## config.mk

```make
export PLATFORM = sky130hd
export DESIGN_NAME = sas_serial_port
export DESIGN_NICKNAME = d
export VERILOG_FILES = /design/src/pkg/sas_pkg.sv /design/src/verilog/sas_serial_port.sv
export SDC_FILE = /design/constraint.sdc
export NUM_CORES = 1
export LEC_CHECK = 0
export BUFFER_PORTS_ARGS = -buffer_cell sky130_fd_sc_hd__buf_4
export CAP_MARGIN = 20
export CORE_ASPECT_RATIO = 1.5
export CORE_MARGIN = 3
export CORE_UTILIZATION = 59
export CTS_BUF_LIST = sky130_fd_sc_hd__clkbuf_8
export CTS_CLUSTER_DIAMETER = 100
export DETAILED_ROUTE_END_ITERATION = 6
export MAX_ROUTING_LAYER = met4
export PLACE_DENSITY = 0.85
export REMOVE_ABC_BUFFERS = 1
export SYNTH_ARGS = -nofsm -noshare
export SYNTH_HDL_FRONTEND = slang
export SYNTH_SLANG_ARGS = --single-unit
```

## constraint.sdc

```tcl
create_clock -name pclk -period 3.38 [get_ports pclk]
set_clock_uncertainty 0.1 [all_clocks]
set_input_delay 0.676 -clock pclk [delete_from_list [all_inputs] [get_ports pclk]]
set_output_delay 0.676 -clock pclk [all_outputs]
set_load 0.05 [all_outputs]
```

## src/pkg/sas_pkg.sv

```systemverilog
// constants and types for the stereo converter serial port
package sas_pkg;
	// apb byte addresses
	localparam logic [11:0] SAS_ADDR_CTRL = 12'h000;
	localparam logic [11:0] SAS_ADDR_STAT = 12'h004;
	localparam logic [11:0] SAS_ADDR_OFSL = 12'h008;
	localparam logic [11:0] SAS_ADDR_OFSR = 12'h00c;
	// control field positions
	localparam int SAS_CTRL_RATIO = 0;
	localparam int SAS_CTRL_ROLE = 1;
	localparam logic [1:0] SAS_CTRL_RESET = 2'h2;
	// status field positions
	localparam int SAS_STAT_CAL = 0;
	localparam int SAS_STAT_PD = 1;
	// filter clocks per divided clock: 256x and 384x against 128x
	localparam logic [1:0] SAS_DIV_LOW = 2'h2;
	localparam logic [1:0] SAS_DIV_HIGH = 2'h3;
	// bit clock half periods in filter clocks: 256/64/2 and 384/64/2
	localparam logic [1:0] SAS_HALF_LOW = 2'h2;
	localparam logic [1:0] SAS_HALF_HIGH = 2'h3;
	// serial slot layout
	localparam int SAS_WORD_BITS = 16;
	localparam int SAS_TAG_BITS = 2;
	localparam int SAS_SLOT_BITS = SAS_WORD_BITS + SAS_TAG_BITS;
	localparam logic [4:0] SAS_SLOT_LEN = 5'h12;
	localparam logic [4:0] SAS_MSB_POS = 5'h01;
	localparam logic [4:0] SAS_LSB_POS = 5'h10;
	localparam logic [5:0] SAS_BIT_LAST = 6'h3f;
	localparam int SAS_CAL_PERIODS = 4096;
	// synchronised pin indices
	localparam int SAS_NPIN = 7;
	localparam int SAS_P_DPD = 0;
	localparam int SAS_P_APD = 1;
	localparam int SAS_P_ZERO = 2;
	localparam int SAS_P_BCLK = 3;
	localparam int SAS_P_FG = 4;
	localparam int SAS_P_LR = 5;
	localparam int SAS_P_MOD = 6;
	// one converted sample pair from the filter
	typedef struct packed {
		logic [SAS_WORD_BITS-1:0] left;
		logic [SAS_WORD_BITS-1:0] right;
		logic ovl_left;
		logic ovl_right;
	} sas_sample_type;
	// calibration sequencer
	typedef enum logic [1:0] {
		SAS_PD = 2'b00,
		SAS_CAL = 2'b01,
		SAS_RUN = 2'b10
	} sas_state_type;
endpackage : sas_pkg

```

## src/verilog/sas_serial_port.sv

```systemverilog
// stereo converter control, calibration and serial port
`timescale 1ns/1ps
`default_nettype none
// What this block does
// - modulator sample clock is input clock halved
// - divided clock out stays at 128x rate
// - analog power-down high holds analog section down
// - digital power-down release starts 4096-period calibration
// - calibration flag rises on power-down, falls after
// - zero select routes modulators to zero inputs
// - role select picks master dividers or slave inputs
// - samples leave msb first, two's complement
// - overload and channel tags follow every word
// - launch edge polarity is a build option
// - master bit clock runs at 64x rate
// - slave shifts only while gate high, msb excepted
// - channel select edge one bit before gate
// - left while select high, msb one bit later
// - slave select rise starts left msb
// - both words of a period sampled together
// - master gate spans msb through audio lsb
// - slave low gate delays bits, msb still follows
// - zero during calibration, offset subtracted afterwards
// - dividers held in power-down, released on clock edge
module sas_serial_port
	import sas_pkg::*;
#(
	parameter bit LAUNCH_RISE = 1'b1, // data changes on bit clock rise
	parameter int CAL_PERIODS = SAS_CAL_PERIODS // calibration length
) (
	input wire logic pclk, // filter clock reference
	input wire logic presetn, // async reset, low active
	input wire logic ce, // clock enable, freezes all state
	input wire logic [11:0] paddr, // apb address
	input wire logic psel, // apb select
	input wire logic penable, // apb access phase
	input wire logic pwrite, // apb direction
	input wire logic [31:0] pwdata, // apb write data
	output logic [31:0] prdata, // apb read data
	output logic pready, // apb ready
	output logic pslverr, // apb error on unmapped address
	input wire logic digital_powerdown, // pin, high powers down
	input wire logic analog_powerdown, // pin, high powers down
	input wire logic zero_select_in, // pin, zero inputs select
	input wire logic modulator_clock_in, // pin, 128x clock
	input wire sas_sample_type sample_in, // filter output pair
	input wire logic sample_valid, // sample_in strobe
	output logic modulator_sample_clock, // halved modulator clock
	output logic divided_clock_out, // 128x clock
	output logic analog_hold, // analog section held down
	output logic modulator_zero_select, // modulators on zero inputs
	output logic cal_active_out, // calibration running
	output logic serial_out, // serial data
	input wire logic bit_clock_in, // bit clock pin level
	output logic bit_clock_out, // bit clock drive
	output logic bit_clock_oe_n, // low while driving
	input wire logic frame_gate_in, // frame gate pin level
	output logic frame_gate_out, // frame gate drive
	output logic frame_gate_oe_n, // low while driving
	input wire logic channel_select_in, // channel select pin level
	output logic channel_select_out, // channel select drive
	output logic channel_select_oe_n // low while driving
);
	logic [1:0] ctrl; // software control bits
	logic clock_ratio_select; // 384x filter clock when high
	logic port_role_select; // master when high
	logic [SAS_NPIN-1:0] pin_s1; // first stage, read by s2 only
	logic [SAS_NPIN-1:0] pin_s2; // second stage
	logic [SAS_NPIN-1:0] pin_s3; // third stage
	logic [SAS_NPIN-1:0] pin_q; // settled pin levels
	logic [SAS_NPIN-1:0] pin_prev; // settled levels one cycle ago
	sas_state_type state; // calibration sequencer
	logic [12:0] cal_cnt; // channel-select periods counted
	logic [SAS_WORD_BITS-1:0] ofs_left; // stored left offset
	logic [SAS_WORD_BITS-1:0] ofs_right; // stored right offset
	sas_sample_type pair; // pair latched for one period
	logic [1:0] dcnt; // divided clock counter
	logic [1:0] hcnt; // bit clock half counter
	logic m_bclk; // master bit clock
	logic [5:0] m_bit; // master bit position in period
	logic m_lr; // master channel select
	logic m_fg; // master frame gate
	logic lr_prev; // channel select before, for period count
	logic [SAS_SLOT_BITS-1:0] shreg; // outgoing slot
	logic [4:0] left_bits; // slot bits still to send
	logic pd; // settled digital power-down
	logic [1:0] div_top; // divided clock terminal
	logic [1:0] half_top; // half period terminal
	logic m_launch; // master launch edge this cycle
	logic [5:0] next_bit; // master bit after launch
	logic s_launch; // slave launch edge seen
	logic start; // msb load event
	logic advance; // shift event
	logic start_left; // loaded word is left
	logic cur_lr; // channel select in use
	logic [SAS_WORD_BITS-1:0] corr_left; // offset corrected left
	logic [SAS_WORD_BITS-1:0] corr_right; // offset corrected right
	logic addr_ok; // mapped address

	assign clock_ratio_select = ctrl[SAS_CTRL_RATIO];
	assign port_role_select = ctrl[SAS_CTRL_ROLE];
	assign pd = pin_q[SAS_P_DPD];

	// three-flop synchronisers; a level counts once s2 and s3 agree
	genvar gi;
	generate
		for (gi = 0; gi < SAS_NPIN; gi++) begin : g_sync
			always_ff @(posedge pclk or negedge presetn) begin
				if (!presetn) begin
					pin_s1[gi] <= 1'b0;
					pin_s2[gi] <= 1'b0;
					pin_s3[gi] <= 1'b0;
					pin_q[gi] <= 1'b0;
					pin_prev[gi] <= 1'b0;
				end else if (ce) begin
					pin_s1[gi] <= pin_raw(gi);
					pin_s2[gi] <= pin_s1[gi];
					pin_s3[gi] <= pin_s2[gi];
					pin_prev[gi] <= pin_q[gi];
					if (pin_s2[gi] == pin_s3[gi]) begin
						pin_q[gi] <= pin_s3[gi];
					end
				end
			end
		end
	endgenerate

	// pin selector for the synchroniser loop
	function automatic logic pin_raw(input int idx);
		logic v;
		v = 1'b0;
		case (idx)
			SAS_P_DPD: v = digital_powerdown;
			SAS_P_APD: v = analog_powerdown;
			SAS_P_ZERO: v = zero_select_in;
			SAS_P_BCLK: v = bit_clock_in;
			SAS_P_FG: v = frame_gate_in;
			SAS_P_LR: v = channel_select_in;
			SAS_P_MOD: v = modulator_clock_in;
			default: v = 1'b0;
		endcase
		return v;
	endfunction : pin_raw

	// analog side controls, registered from settled pins
	always_ff @(posedge pclk or negedge presetn) begin
		if (!presetn) begin
			analog_hold <= 1'b1;
			modulator_zero_select <= 1'b0;
			modulator_sample_clock <= 1'b0;
		end else if (ce) begin
			analog_hold <= pin_q[SAS_P_APD];
			modulator_zero_select <= pin_q[SAS_P_ZERO];
			// toggle on each rise halves the modulator clock
			if (pin_q[SAS_P_MOD] && !pin_prev[SAS_P_MOD]) begin
				modulator_sample_clock <= !modulator_sample_clock;
			end
		end
	end

	// ratio dependent terminals, host supplies the matching clock
	assign div_top = clock_ratio_select ? SAS_DIV_HIGH : SAS_DIV_LOW;
	assign half_top = clock_ratio_select ? SAS_HALF_HIGH : SAS_HALF_LOW;

	// divided clock, 128x whichever ratio; held in power-down
	always_ff @(posedge pclk or negedge presetn) begin
		if (!presetn) begin
			dcnt <= 2'h0;
			divided_clock_out <= 1'b0;
		end else if (ce) begin
			if (pd) begin
				dcnt <= 2'h0;
				divided_clock_out <= 1'b0;
			end else begin
				dcnt <= (dcnt == div_top - 2'h1) ? 2'h0 : dcnt + 2'h1;
				divided_clock_out <= (dcnt == 2'h0);
			end
		end
	end

	// master launch: half period ends on the chosen edge
	assign m_launch = (hcnt == half_top - 2'h1) && (m_bclk != LAUNCH_RISE);
	assign next_bit = m_bit + 6'h01;

	// master dividers: bit clock, bit position, select, gate
	always_ff @(posedge pclk or negedge presetn) begin
		if (!presetn) begin
			hcnt <= 2'h0;
			m_bclk <= 1'b0;
			m_bit <= SAS_BIT_LAST;
			m_lr <= 1'b0;
			m_fg <= 1'b0;
		end else if (ce) begin
			if (pd || !port_role_select) begin
				// reset while down so several parts restart together
				hcnt <= 2'h0;
				m_bclk <= 1'b0;
				m_bit <= SAS_BIT_LAST;
				m_lr <= 1'b0;
				m_fg <= 1'b0;
			end else begin
				if (hcnt == half_top - 2'h1) begin
					hcnt <= 2'h0;
					m_bclk <= !m_bclk;
				end else begin
					hcnt <= hcnt + 2'h1;
				end
				if (m_launch) begin
					m_bit <= next_bit;
					// left half while bit position below 32
					m_lr <= !next_bit[5];
					// gate covers msb through audio lsb
					m_fg <= (next_bit[4:0] >= SAS_MSB_POS) && (next_bit[4:0] <= SAS_LSB_POS);
				end
			end
		end
	end

	// slave launch edge from settled bit clock
	assign s_launch = LAUNCH_RISE ? (pin_q[SAS_P_BCLK] && !pin_prev[SAS_P_BCLK])
		: (!pin_q[SAS_P_BCLK] && pin_prev[SAS_P_BCLK]);

	// load and shift events for both roles
	always_comb begin
		if (port_role_select) begin
			// msb goes out one bit after the select edge
			start = m_launch && (next_bit[4:0] == SAS_MSB_POS);
			advance = m_launch && !start;
			start_left = !next_bit[5];
		end else begin
			// select change presents msb whatever the gate does
			start = pin_q[SAS_P_LR] != pin_prev[SAS_P_LR];
			advance = s_launch && pin_q[SAS_P_FG] && !start;
			start_left = pin_q[SAS_P_LR];
		end
	end

	// channel select in use, for counting calibration periods
	assign cur_lr = port_role_select ? m_lr : pin_q[SAS_P_LR];

	// calibration sequencer
	always_ff @(posedge pclk or negedge presetn) begin
		if (!presetn) begin
			state <= SAS_PD;
			cal_cnt <= 13'h0000;
			lr_prev <= 1'b0;
		end else if (ce) begin
			lr_prev <= cur_lr;
			case (state)
				SAS_PD: begin
					cal_cnt <= 13'h0000;
					if (!pd) begin
						state <= SAS_CAL;
					end
				end
				SAS_CAL: begin
					if (pd) begin
						state <= SAS_PD;
					end else if (cur_lr && !lr_prev) begin
						// first rise opens the count, each later rise closes a period
						if (cal_cnt == 13'(CAL_PERIODS)) begin
							state <= SAS_RUN;
						end
						cal_cnt <= cal_cnt + 13'h0001;
					end
				end
				SAS_RUN: begin
					if (pd) begin
						state <= SAS_PD;
					end
				end
				default: state <= SAS_PD;
			endcase
		end
	end

	// flag is up in power-down and through calibration
	always_ff @(posedge pclk or negedge presetn) begin
		if (!presetn) begin
			cal_active_out <= 1'b1;
		end else if (ce) begin
			cal_active_out <= pd || (state != SAS_RUN);
		end
	end

	// offsets: last sample seen during calibration is kept
	always_ff @(posedge pclk or negedge presetn) begin
		if (!presetn) begin
			ofs_left <= '0;
			ofs_right <= '0;
		end else if (ce) begin
			if (state == SAS_CAL && !pd && sample_valid) begin
				ofs_left <= sample_in.left;
				ofs_right <= sample_in.right;
			end
		end
	end

	// wraps modulo 2^16, like the stored word it came from
	assign corr_left = sample_in.left - ofs_left;
	assign corr_right = sample_in.right - ofs_right;

	// pair latched at each left start so both words match
	always_ff @(posedge pclk or negedge presetn) begin
		if (!presetn) begin
			pair <= '0;
		end else if (ce) begin
			if (start && start_left) begin
				if (cal_active_out) begin
					pair <= '0;
				end else begin
					pair <= '{left: corr_left, right: corr_right,
						ovl_left: sample_in.ovl_left,
						ovl_right: sample_in.ovl_right};
				end
			end
		end
	end

	// slot shifter: word msb first, then overload, then channel tag
	always_ff @(posedge pclk or negedge presetn) begin
		if (!presetn) begin
			shreg <= '0;
			left_bits <= 5'h00;
		end else if (ce) begin
			if (pd) begin
				shreg <= '0;
				left_bits <= 5'h00;
			end else if (start) begin
				left_bits <= SAS_SLOT_LEN;
				if (cal_active_out) begin
					// both channels zero, even a right slot first after release
					shreg <= {{SAS_WORD_BITS{1'b0}}, 1'b0, start_left};
				end else if (!start_left) begin
					shreg <= {pair.right, pair.ovl_right, 1'b0};
				end else begin
					// left word leaves with the pair being latched
					shreg <= {corr_left, sample_in.ovl_left, 1'b1};
				end
			end else if (advance && left_bits != 5'h00) begin
				shreg <= {shreg[SAS_SLOT_BITS-2:0], 1'b0};
				left_bits <= left_bits - 5'h01;
			end
		end
	end

	// serial line and pin drives; oe low while this end drives
	always_ff @(posedge pclk or negedge presetn) begin
		if (!presetn) begin
			serial_out <= 1'b0;
			bit_clock_out <= 1'b0;
			frame_gate_out <= 1'b0;
			channel_select_out <= 1'b0;
			bit_clock_oe_n <= 1'b1;
			frame_gate_oe_n <= 1'b1;
			channel_select_oe_n <= 1'b1;
		end else if (ce) begin
			serial_out <= (left_bits != 5'h00) && shreg[SAS_SLOT_BITS-1];
			bit_clock_out <= m_bclk;
			frame_gate_out <= m_fg;
			channel_select_out <= m_lr;
			bit_clock_oe_n <= !port_role_select;
			frame_gate_oe_n <= !port_role_select;
			channel_select_oe_n <= !port_role_select;
		end
	end

	// apb slave: zero wait, read data set up in the setup phase
	assign addr_ok = (paddr == SAS_ADDR_CTRL) || (paddr == SAS_ADDR_STAT)
		|| (paddr == SAS_ADDR_OFSL) || (paddr == SAS_ADDR_OFSR);
	assign pready = 1'b1;
	assign pslverr = psel && penable && !addr_ok;

	// control register write, full word at access phase
	always_ff @(posedge pclk or negedge presetn) begin
		if (!presetn) begin
			ctrl <= SAS_CTRL_RESET;
		end else if (ce) begin
			if (psel && penable && pwrite && paddr == SAS_ADDR_CTRL) begin
				ctrl <= pwdata[1:0];
			end
		end
	end

	// read mux, registered; unmapped reads zero
	always_ff @(posedge pclk or negedge presetn) begin
		if (!presetn) begin
			prdata <= '0;
		end else if (ce) begin
			if (psel && !penable && !pwrite) begin
				prdata <= '0;
				case (paddr)
					SAS_ADDR_CTRL: prdata[1:0] <= ctrl;
					SAS_ADDR_STAT: begin
						prdata[SAS_STAT_CAL] <= cal_active_out;
						prdata[SAS_STAT_PD] <= pd;
					end
					SAS_ADDR_OFSL: prdata[SAS_WORD_BITS-1:0] <= ofs_left;
					SAS_ADDR_OFSR: prdata[SAS_WORD_BITS-1:0] <= ofs_right;
					default: prdata <= '0;
				endcase
			end
		end
	end

	// checks
	property p_pd_cal;
		@(posedge pclk) disable iff (!presetn)
		ce && pd |=> cal_active_out;
	endproperty
	a_pd_cal: assert property (p_pd_cal) else $error("cal flag low in power-down");

	property p_pd_div;
		@(posedge pclk) disable iff (!presetn)
		ce && pd |=> !divided_clock_out && m_bit == SAS_BIT_LAST;
	endproperty
	a_pd_div: assert property (p_pd_div) else $error("divider ran in power-down");

	property p_lr_gate;
		@(posedge pclk) disable iff (!presetn)
		ce && $changed(m_lr) |-> !m_fg;
	endproperty
	a_lr_gate: assert property (p_lr_gate) else $error("select edge with gate high");

	property p_msb_gate;
		@(posedge pclk) disable iff (!presetn)
		ce && port_role_select && start |=> m_fg && left_bits == SAS_SLOT_LEN;
	endproperty
	a_msb_gate: assert property (p_msb_gate) else $error("msb without gate");

	property p_hold;
		@(posedge pclk) disable iff (!presetn)
		ce && !port_role_select && !pd && !start && !pin_q[SAS_P_FG] |=> $stable(shreg);
	endproperty
	a_hold: assert property (p_hold) else $error("shifted with gate low");

	property p_tag;
		@(posedge pclk) disable iff (!presetn)
		ce && !pd && start |=> shreg[0] == $past(start_left);
	endproperty
	a_tag: assert property (p_tag) else $error("channel tag wrong");

	property p_cal_zero;
		@(posedge pclk) disable iff (!presetn)
		ce && !pd && start && cal_active_out |=> shreg[SAS_SLOT_BITS-1:SAS_TAG_BITS] == '0;
	endproperty
	a_cal_zero: assert property (p_cal_zero) else $error("nonzero word in calibration");

	property p_modclk;
		@(posedge pclk) disable iff (!presetn)
		ce && pin_q[SAS_P_MOD] && !pin_prev[SAS_P_MOD] |=> $changed(modulator_sample_clock);
	endproperty
	a_modclk: assert property (p_modclk) else $error("modulator clock not halved");

	property p_run_flag;
		@(posedge pclk) disable iff (!presetn)
		ce && state == SAS_RUN && !pd |=> !cal_active_out;
	endproperty
	a_run_flag: assert property (p_run_flag) else $error("flag high after calibration");
endmodule : sas_serial_port
`default_nettype wire

```

# Word-level counts from Yosys, hierarchy flattened
# Index checks and enable logic that the tools add are counted.
totals:
  regBits: 160
  latchBits: 0
  ramBits: 0
  romBits: 0
  in_bits: 92
  wordCells: 194
  n_memories: 0
classes:
  addsub: 8
  n_mul: 0
  div: 0
  n_lt_le_gt_ge: 2
  n_eq_ne: 24
  shifts: 0
  mux: 38
  bitwise: 1
  n_reduce_logical: 63
op_table:
  columns: ["cell", "n"]
  rows:
  - ["2-to-1 mux 18 bit", 6]
  - ["subtractor 16 bit", 2]
  - ["AND reduction 2 bit", 15]
  - ["one-hot mux 14 bit (2 select lines)", 1]
  - ["2-to-1 mux 13 bit", 2]
  - ["one-hot mux 13 bit (2 select lines)", 1]
  - ["equality test 12 x 4 -> 1 bit (second input constant)", 2]
  - ["logical AND 1 bit", 20]
  - ["2-to-1 mux 2 bit", 9]
  - ["2-to-1 mux 5 bit", 3]
  - ["adder 13 x 1 -> 13 bit (second input constant)", 1]
  - ["equality test 13 bit (second input constant)", 1]
  - ["logical NOT 1 bit", 13]
  - ["equality test 12 x 3 -> 1 bit (second input constant)", 1]
  - ["logical NOT 12 bit", 1]
  - ["2-to-1 mux 1 bit", 12]
  - ["2-to-1 mux 6 bit", 2]
  - ["inequality test 2 bit (second input constant)", 5]
  - ["one-hot mux 2 bit (4 select lines)", 1]
  - ["equality test 1 bit", 7]
  - ["adder 6 x 1 -> 6 bit (second input constant)", 1]
  - ["inequality test 3 bit (second input constant)", 2]
  - ["one-hot mux 2 bit (3 select lines)", 1]
  - ["nonzero test 2 bit", 3]
  - ["other kinds (17)", 24]

# Longest topological paths before layout
logic_depth:
  depth_word: 12
  depth_mapped: 11
  ltp_nobuf: 11

# Worst setup path before layout
# Ideal clock, no wire load.
synth_path:
  path_kind: "input-to-reg"
  startpoint: "input port sample_in[2] (netlist bit)"
  endpoint: "register pair[14] (netlist bit)"
  t_arrival_ps: 2602
  required_time_ps: 3159
  slack_ps: 557
  stages: 11
  path_buffers: 0
  path_cell_list: "inv_1 > ha_1 > inv_1 > fa_1 > a21oi_1 > nor2b_1 > a311o_1 > a211o_1 > a21oi_1 > xnor2_1 > a22o_1"
synth_between:
  elab_chain_cells: 2
synth_lines:
  columns: ["item", "line_no", "rtl"]
  rows:
  - ["from (decl)", "sas_serial_port.sv:46", "input wire sas_sample_type sample_in,"]
  - ["subtractor 16 bit", "sas_serial_port.sv:301", "assign corr_right = sample_in.right - ofs_right;"]
  - ["2-to-1 mux 18 bit", "sas_serial_port.sv:309", "if (cal_active_out) begin"]
  - ["to (signal assigned)", "sas_serial_port.sv:312", "pair <= '{left: corr_left, right: corr_right,"]
  - ["to (decl)", "sas_serial_port.sv:76", "sas_sample_type pair;"]
# No other way between the ends.
# A chain may end at the register's enable or synchronous reset.

# Final worst setup path
layout_path:
  startpoint: "register m_bit[0]"
  endpoint: "register left_bits[4]"
layout_between:
  elab_chain_cells: 9
  word_cells_on_any_way: 12
  cone_classes: "add/sub (1); eq/ne (1); mux (4); reduce/logical (6)"
layout_lines:
  columns: ["item", "line_no", "rtl"]
  rows:
  - ["from (decl)", "sas_serial_port.sv:80", "logic [5:0] m_bit;"]
  - ["from (signal assigned)", "sas_serial_port.sv:209", "m_bit <= next_bit;"]
  - ["adder 6 x 1 -> 6 bit *", "sas_serial_port.sv:183", "assign next_bit = m_bit + 6'h01;"]
  - ["equality test 5 x 1 -> 1 bit *", "sas_serial_port.sv:227", "start = m_launch && (next_bit[4:0] == SAS_MSB_POS);"]
  - ["logical AND 1 bit *", "sas_serial_port.sv:227", null]
  - ["logical NOT 1 bit", "sas_serial_port.sv:228", "advance = m_launch && !start;"]
  - ["logical AND 1 bit", "sas_serial_port.sv:228", null]
  - ["2-to-1 mux 1 bit", "sas_serial_port.sv:225", "if (port_role_select) begin"]
  - ["logical AND 1 bit", "sas_serial_port.sv:340", "end else if (advance && left_bits != 5'h00) begin"]
  - ["nonzero test 3 bit (no source line)", null, null]
  - ["AND reduction 2 bit (no source line)", null, null]
  - ["to (signal assigned)", "sas_serial_port.sv:342", "left_bits <= left_bits - 5'h01;"]
  - ["to (decl)", "sas_serial_port.sv:85", "logic [4:0] left_bits;"]
# Mark *: on every way between the ends. The rest lies on a longest branch, timed or not.

==> metrics.csv <==
metric,value,unit
status,completed,
die_y,157,um
yosysSeqAreaShare,44.7,%
grt_overflow,0,
cts_resized,0,
synth_top_family_by_area,compound AO/OA/AOI/OAI gates,
final_cells,1204,
cp.required,3.62,ns
clk_path_buf_depth,2,
ys_ff_latch,160,
wl_per_cell,16.0,um
synth_mux_area_share,9.28,%
critPathMaxFanout,13,
hpwl,14100,um
irDropWorstVdd,0.427,mV
worst_pin_slew,0.746,ns
yosys.area_share.simple,13.1,%
drcViolationCount,0,
ff2ff_path_depth,8,
slew_violations,0,
fin_hold_ws,0.350,ns
grt_antenna_before_repair,0,
min_from,zero_select_in,
cts_tree,yes,
synthesis.area,0.00899,mm^2
final_common_cell,dfrtp_1,
ant_nets,0,
cp.arrival,3.11,ns
async_flop_share,100,%
period_share,84.8,%
die_area,0.0168,mm^2
timing.rr.start,m_bit[0],
antennaDiodeCount,0,
hold_viol_final,0,
grt_first_pass_wirelength,32100,um
vias,6917,
drt_iter0_markers,264,
synth_xor_area_share,3.60,%
grt_pass1_vias,6945,
synth_compound_area_share,17.9,%
rsz0062_at_grt,no,
postLayoutCoreUtil,69.3,%
synthTopCellsByArea,"dfrtp_1, mux2_2, ha_1",
power.density,756,mW/mm^2
io-pin-count,138,
worst-setup-path-type,reg2reg,
grt_use_total,24.3,%
syn2layout_area_growth,13.6,%
synthAdderAreaFrac,5.59,%
yosysTopAreaCell,dfrtp_1,
holdPathEnd,pin_s1[2],
placed_cell_area,0.00982,mm^2
endpoint_kind,register,
grt_max_degree,91,
max-cap-violations,0,
rows,54,
layout_common_cells,"dfrtp_1, buf_4, nand2_1, mux2_2, nor2_1",
r2r-end,left_bits[4],
startpoint_type,register,
viasPerCell,5.75,
cts_sinks,160,
yosys_warnings,0,
io_buffers,90,
fmax,349,MHz
coreArea,0.0147,mm^2
firstDrtPassIters,5,
avgSynthCellArea,9.89,um^2
cts.htree.levels,4,
setup_viol_count_final,0,
insertion_delay,0.46,ns
synthFlopType,dfrtp_1,
die_x,107,um
finalNetCount,1126,
final_area,0.0102,mm^2
syn-instance-count,909,
synth_edf_count,0,
hold_path_class,in2reg,
synth_top_area_share,41.7,%
synth.distinct_cells,69,
clock_tree.root_cell,clkbuf_8,
regToRegSetupSlack,0.51,ns
routabilityCongestion,0.878,
worstHoldPathCells,2,
period_minus_slack,2.87,ns
cts_buffers,17,
p_leak,0.00475,uW
drive_gt1_share,23.0,%
final.setup.tns,0,ns
cts_setup_buffers,0,
dp.cells,1171,
start_util,61.1,%
clk_pin_slew,0.09,ns
slew_headroom,50.1,%
drt_wl_total,19200,um
-- worst max-delay path by stage --
stage | endpoint | depth (start not counted) | startpoint | slack [ns]
floorplan | pair[12] | 8 | m_bit[0] | 0.48
finish | left_bits[4] | 8 | m_bit[0] | 0.51
global route | shreg[9] | 9 | m_bit[0] | 0.36
detailed placement | pair[15] | 9 | sample_in[3] | 0.18
global placement | pair[15] | 9 | sample_in[3] | 0.25
CTS | left_bits[4] | 8 | m_bit[0] | 0.51
-- sequential cells by signal, indices dropped and copies added (netlist names), 5 cells and up --
signal / count
shreg: 18
pair: 17
ofs_left: 16
ofs_right: 16
prdata: 16
cal_cnt: 13
pin_s1: 7
pin_s2: 7
pin_s3: 7
m_bit: 6
pin_q: 6
left_bits: 5
-- critical path, cell delays in order, from the launching register on --
cell	delay (ns)
dfstp_2	0.40
ha_1	0.25
and2_0	0.26
a21o_1	0.22
a22o_1	0.24
a211oi_2	0.41
a21bo_1	0.43
nor2_1	0.21
a22o_1	0.24
-- through the flow --
step | total power [uW] | worst slack [ns]
floorplan | 5420 | 0.480
global placement | 6210 | 0.254
detailed placement | 6360 | 0.184
CTS | 7750 | 0.509
global route | 8280 | 0.356
finish | 7720 | 0.513
-- area by class of cell --
class,instances,area (um^2)
repair buffers,108,842
clock inverters,12,110
multi-input cells,652,4510
flip-flops and latches,160,4020
inverters,56,210
clock buffers,20,275
fillers,1173,4520
well taps,196,245
-- Yosys cell counts (all sizes together) (6+ instances only) --
cell type,n
buf,28
nand4,9
dfrtp,150
inv,56
mux2,63
a31oi,10
dfstp,10
ha,37
a21o,11
o31ai,12
or3,6
nor2b,15
mux2i,8
a22oi,23
a22o,15
a21oi,55
and3,6
clkbuf,28
o21a,6
and2,8
nor4,6
nor2,60
xor2,21
xnor2,16
nand2b,19
nand2,82
o21ai,65
nand3,15
nor3,8
-- routing by layer --
metal | track usage (%) | routed length (um) | share of wire (%)
met3 | 4.10 | 553 | 2.9
met4 | 10.5 | 636 | 3.3
met5 | - | 0 | 0
met2 | 43.1 | 10300 | 54
met1 | 26.9 | 7730 | 40
-- cell families (layout without fill, tap and decap cells) --
family          count (synthesis)  after routing
fa+ha+maj                      39             39
mux                            73             73
flops                         160            160
xor+xnor                       37             37
simple gates                  245            245
compound gates                241            241
other cells                     2             17
buf+inv                       112            196
-- what timing repair did --
| item | in CTS | in global routing |
|---|---|---|
| hold buffers | 1 | 0 |
| endpoints found under the hold margin | 10 | 0 |
| setup endpoints to repair | 0 | 0 |
-- report_power, final --
group	switching, uW	internal, uW	total (uW)
clock network	724	643	1370
logic	2000	1510	3510
registers	430	2420	2850
No activity file was read; power rests on OpenSTA's default activity.
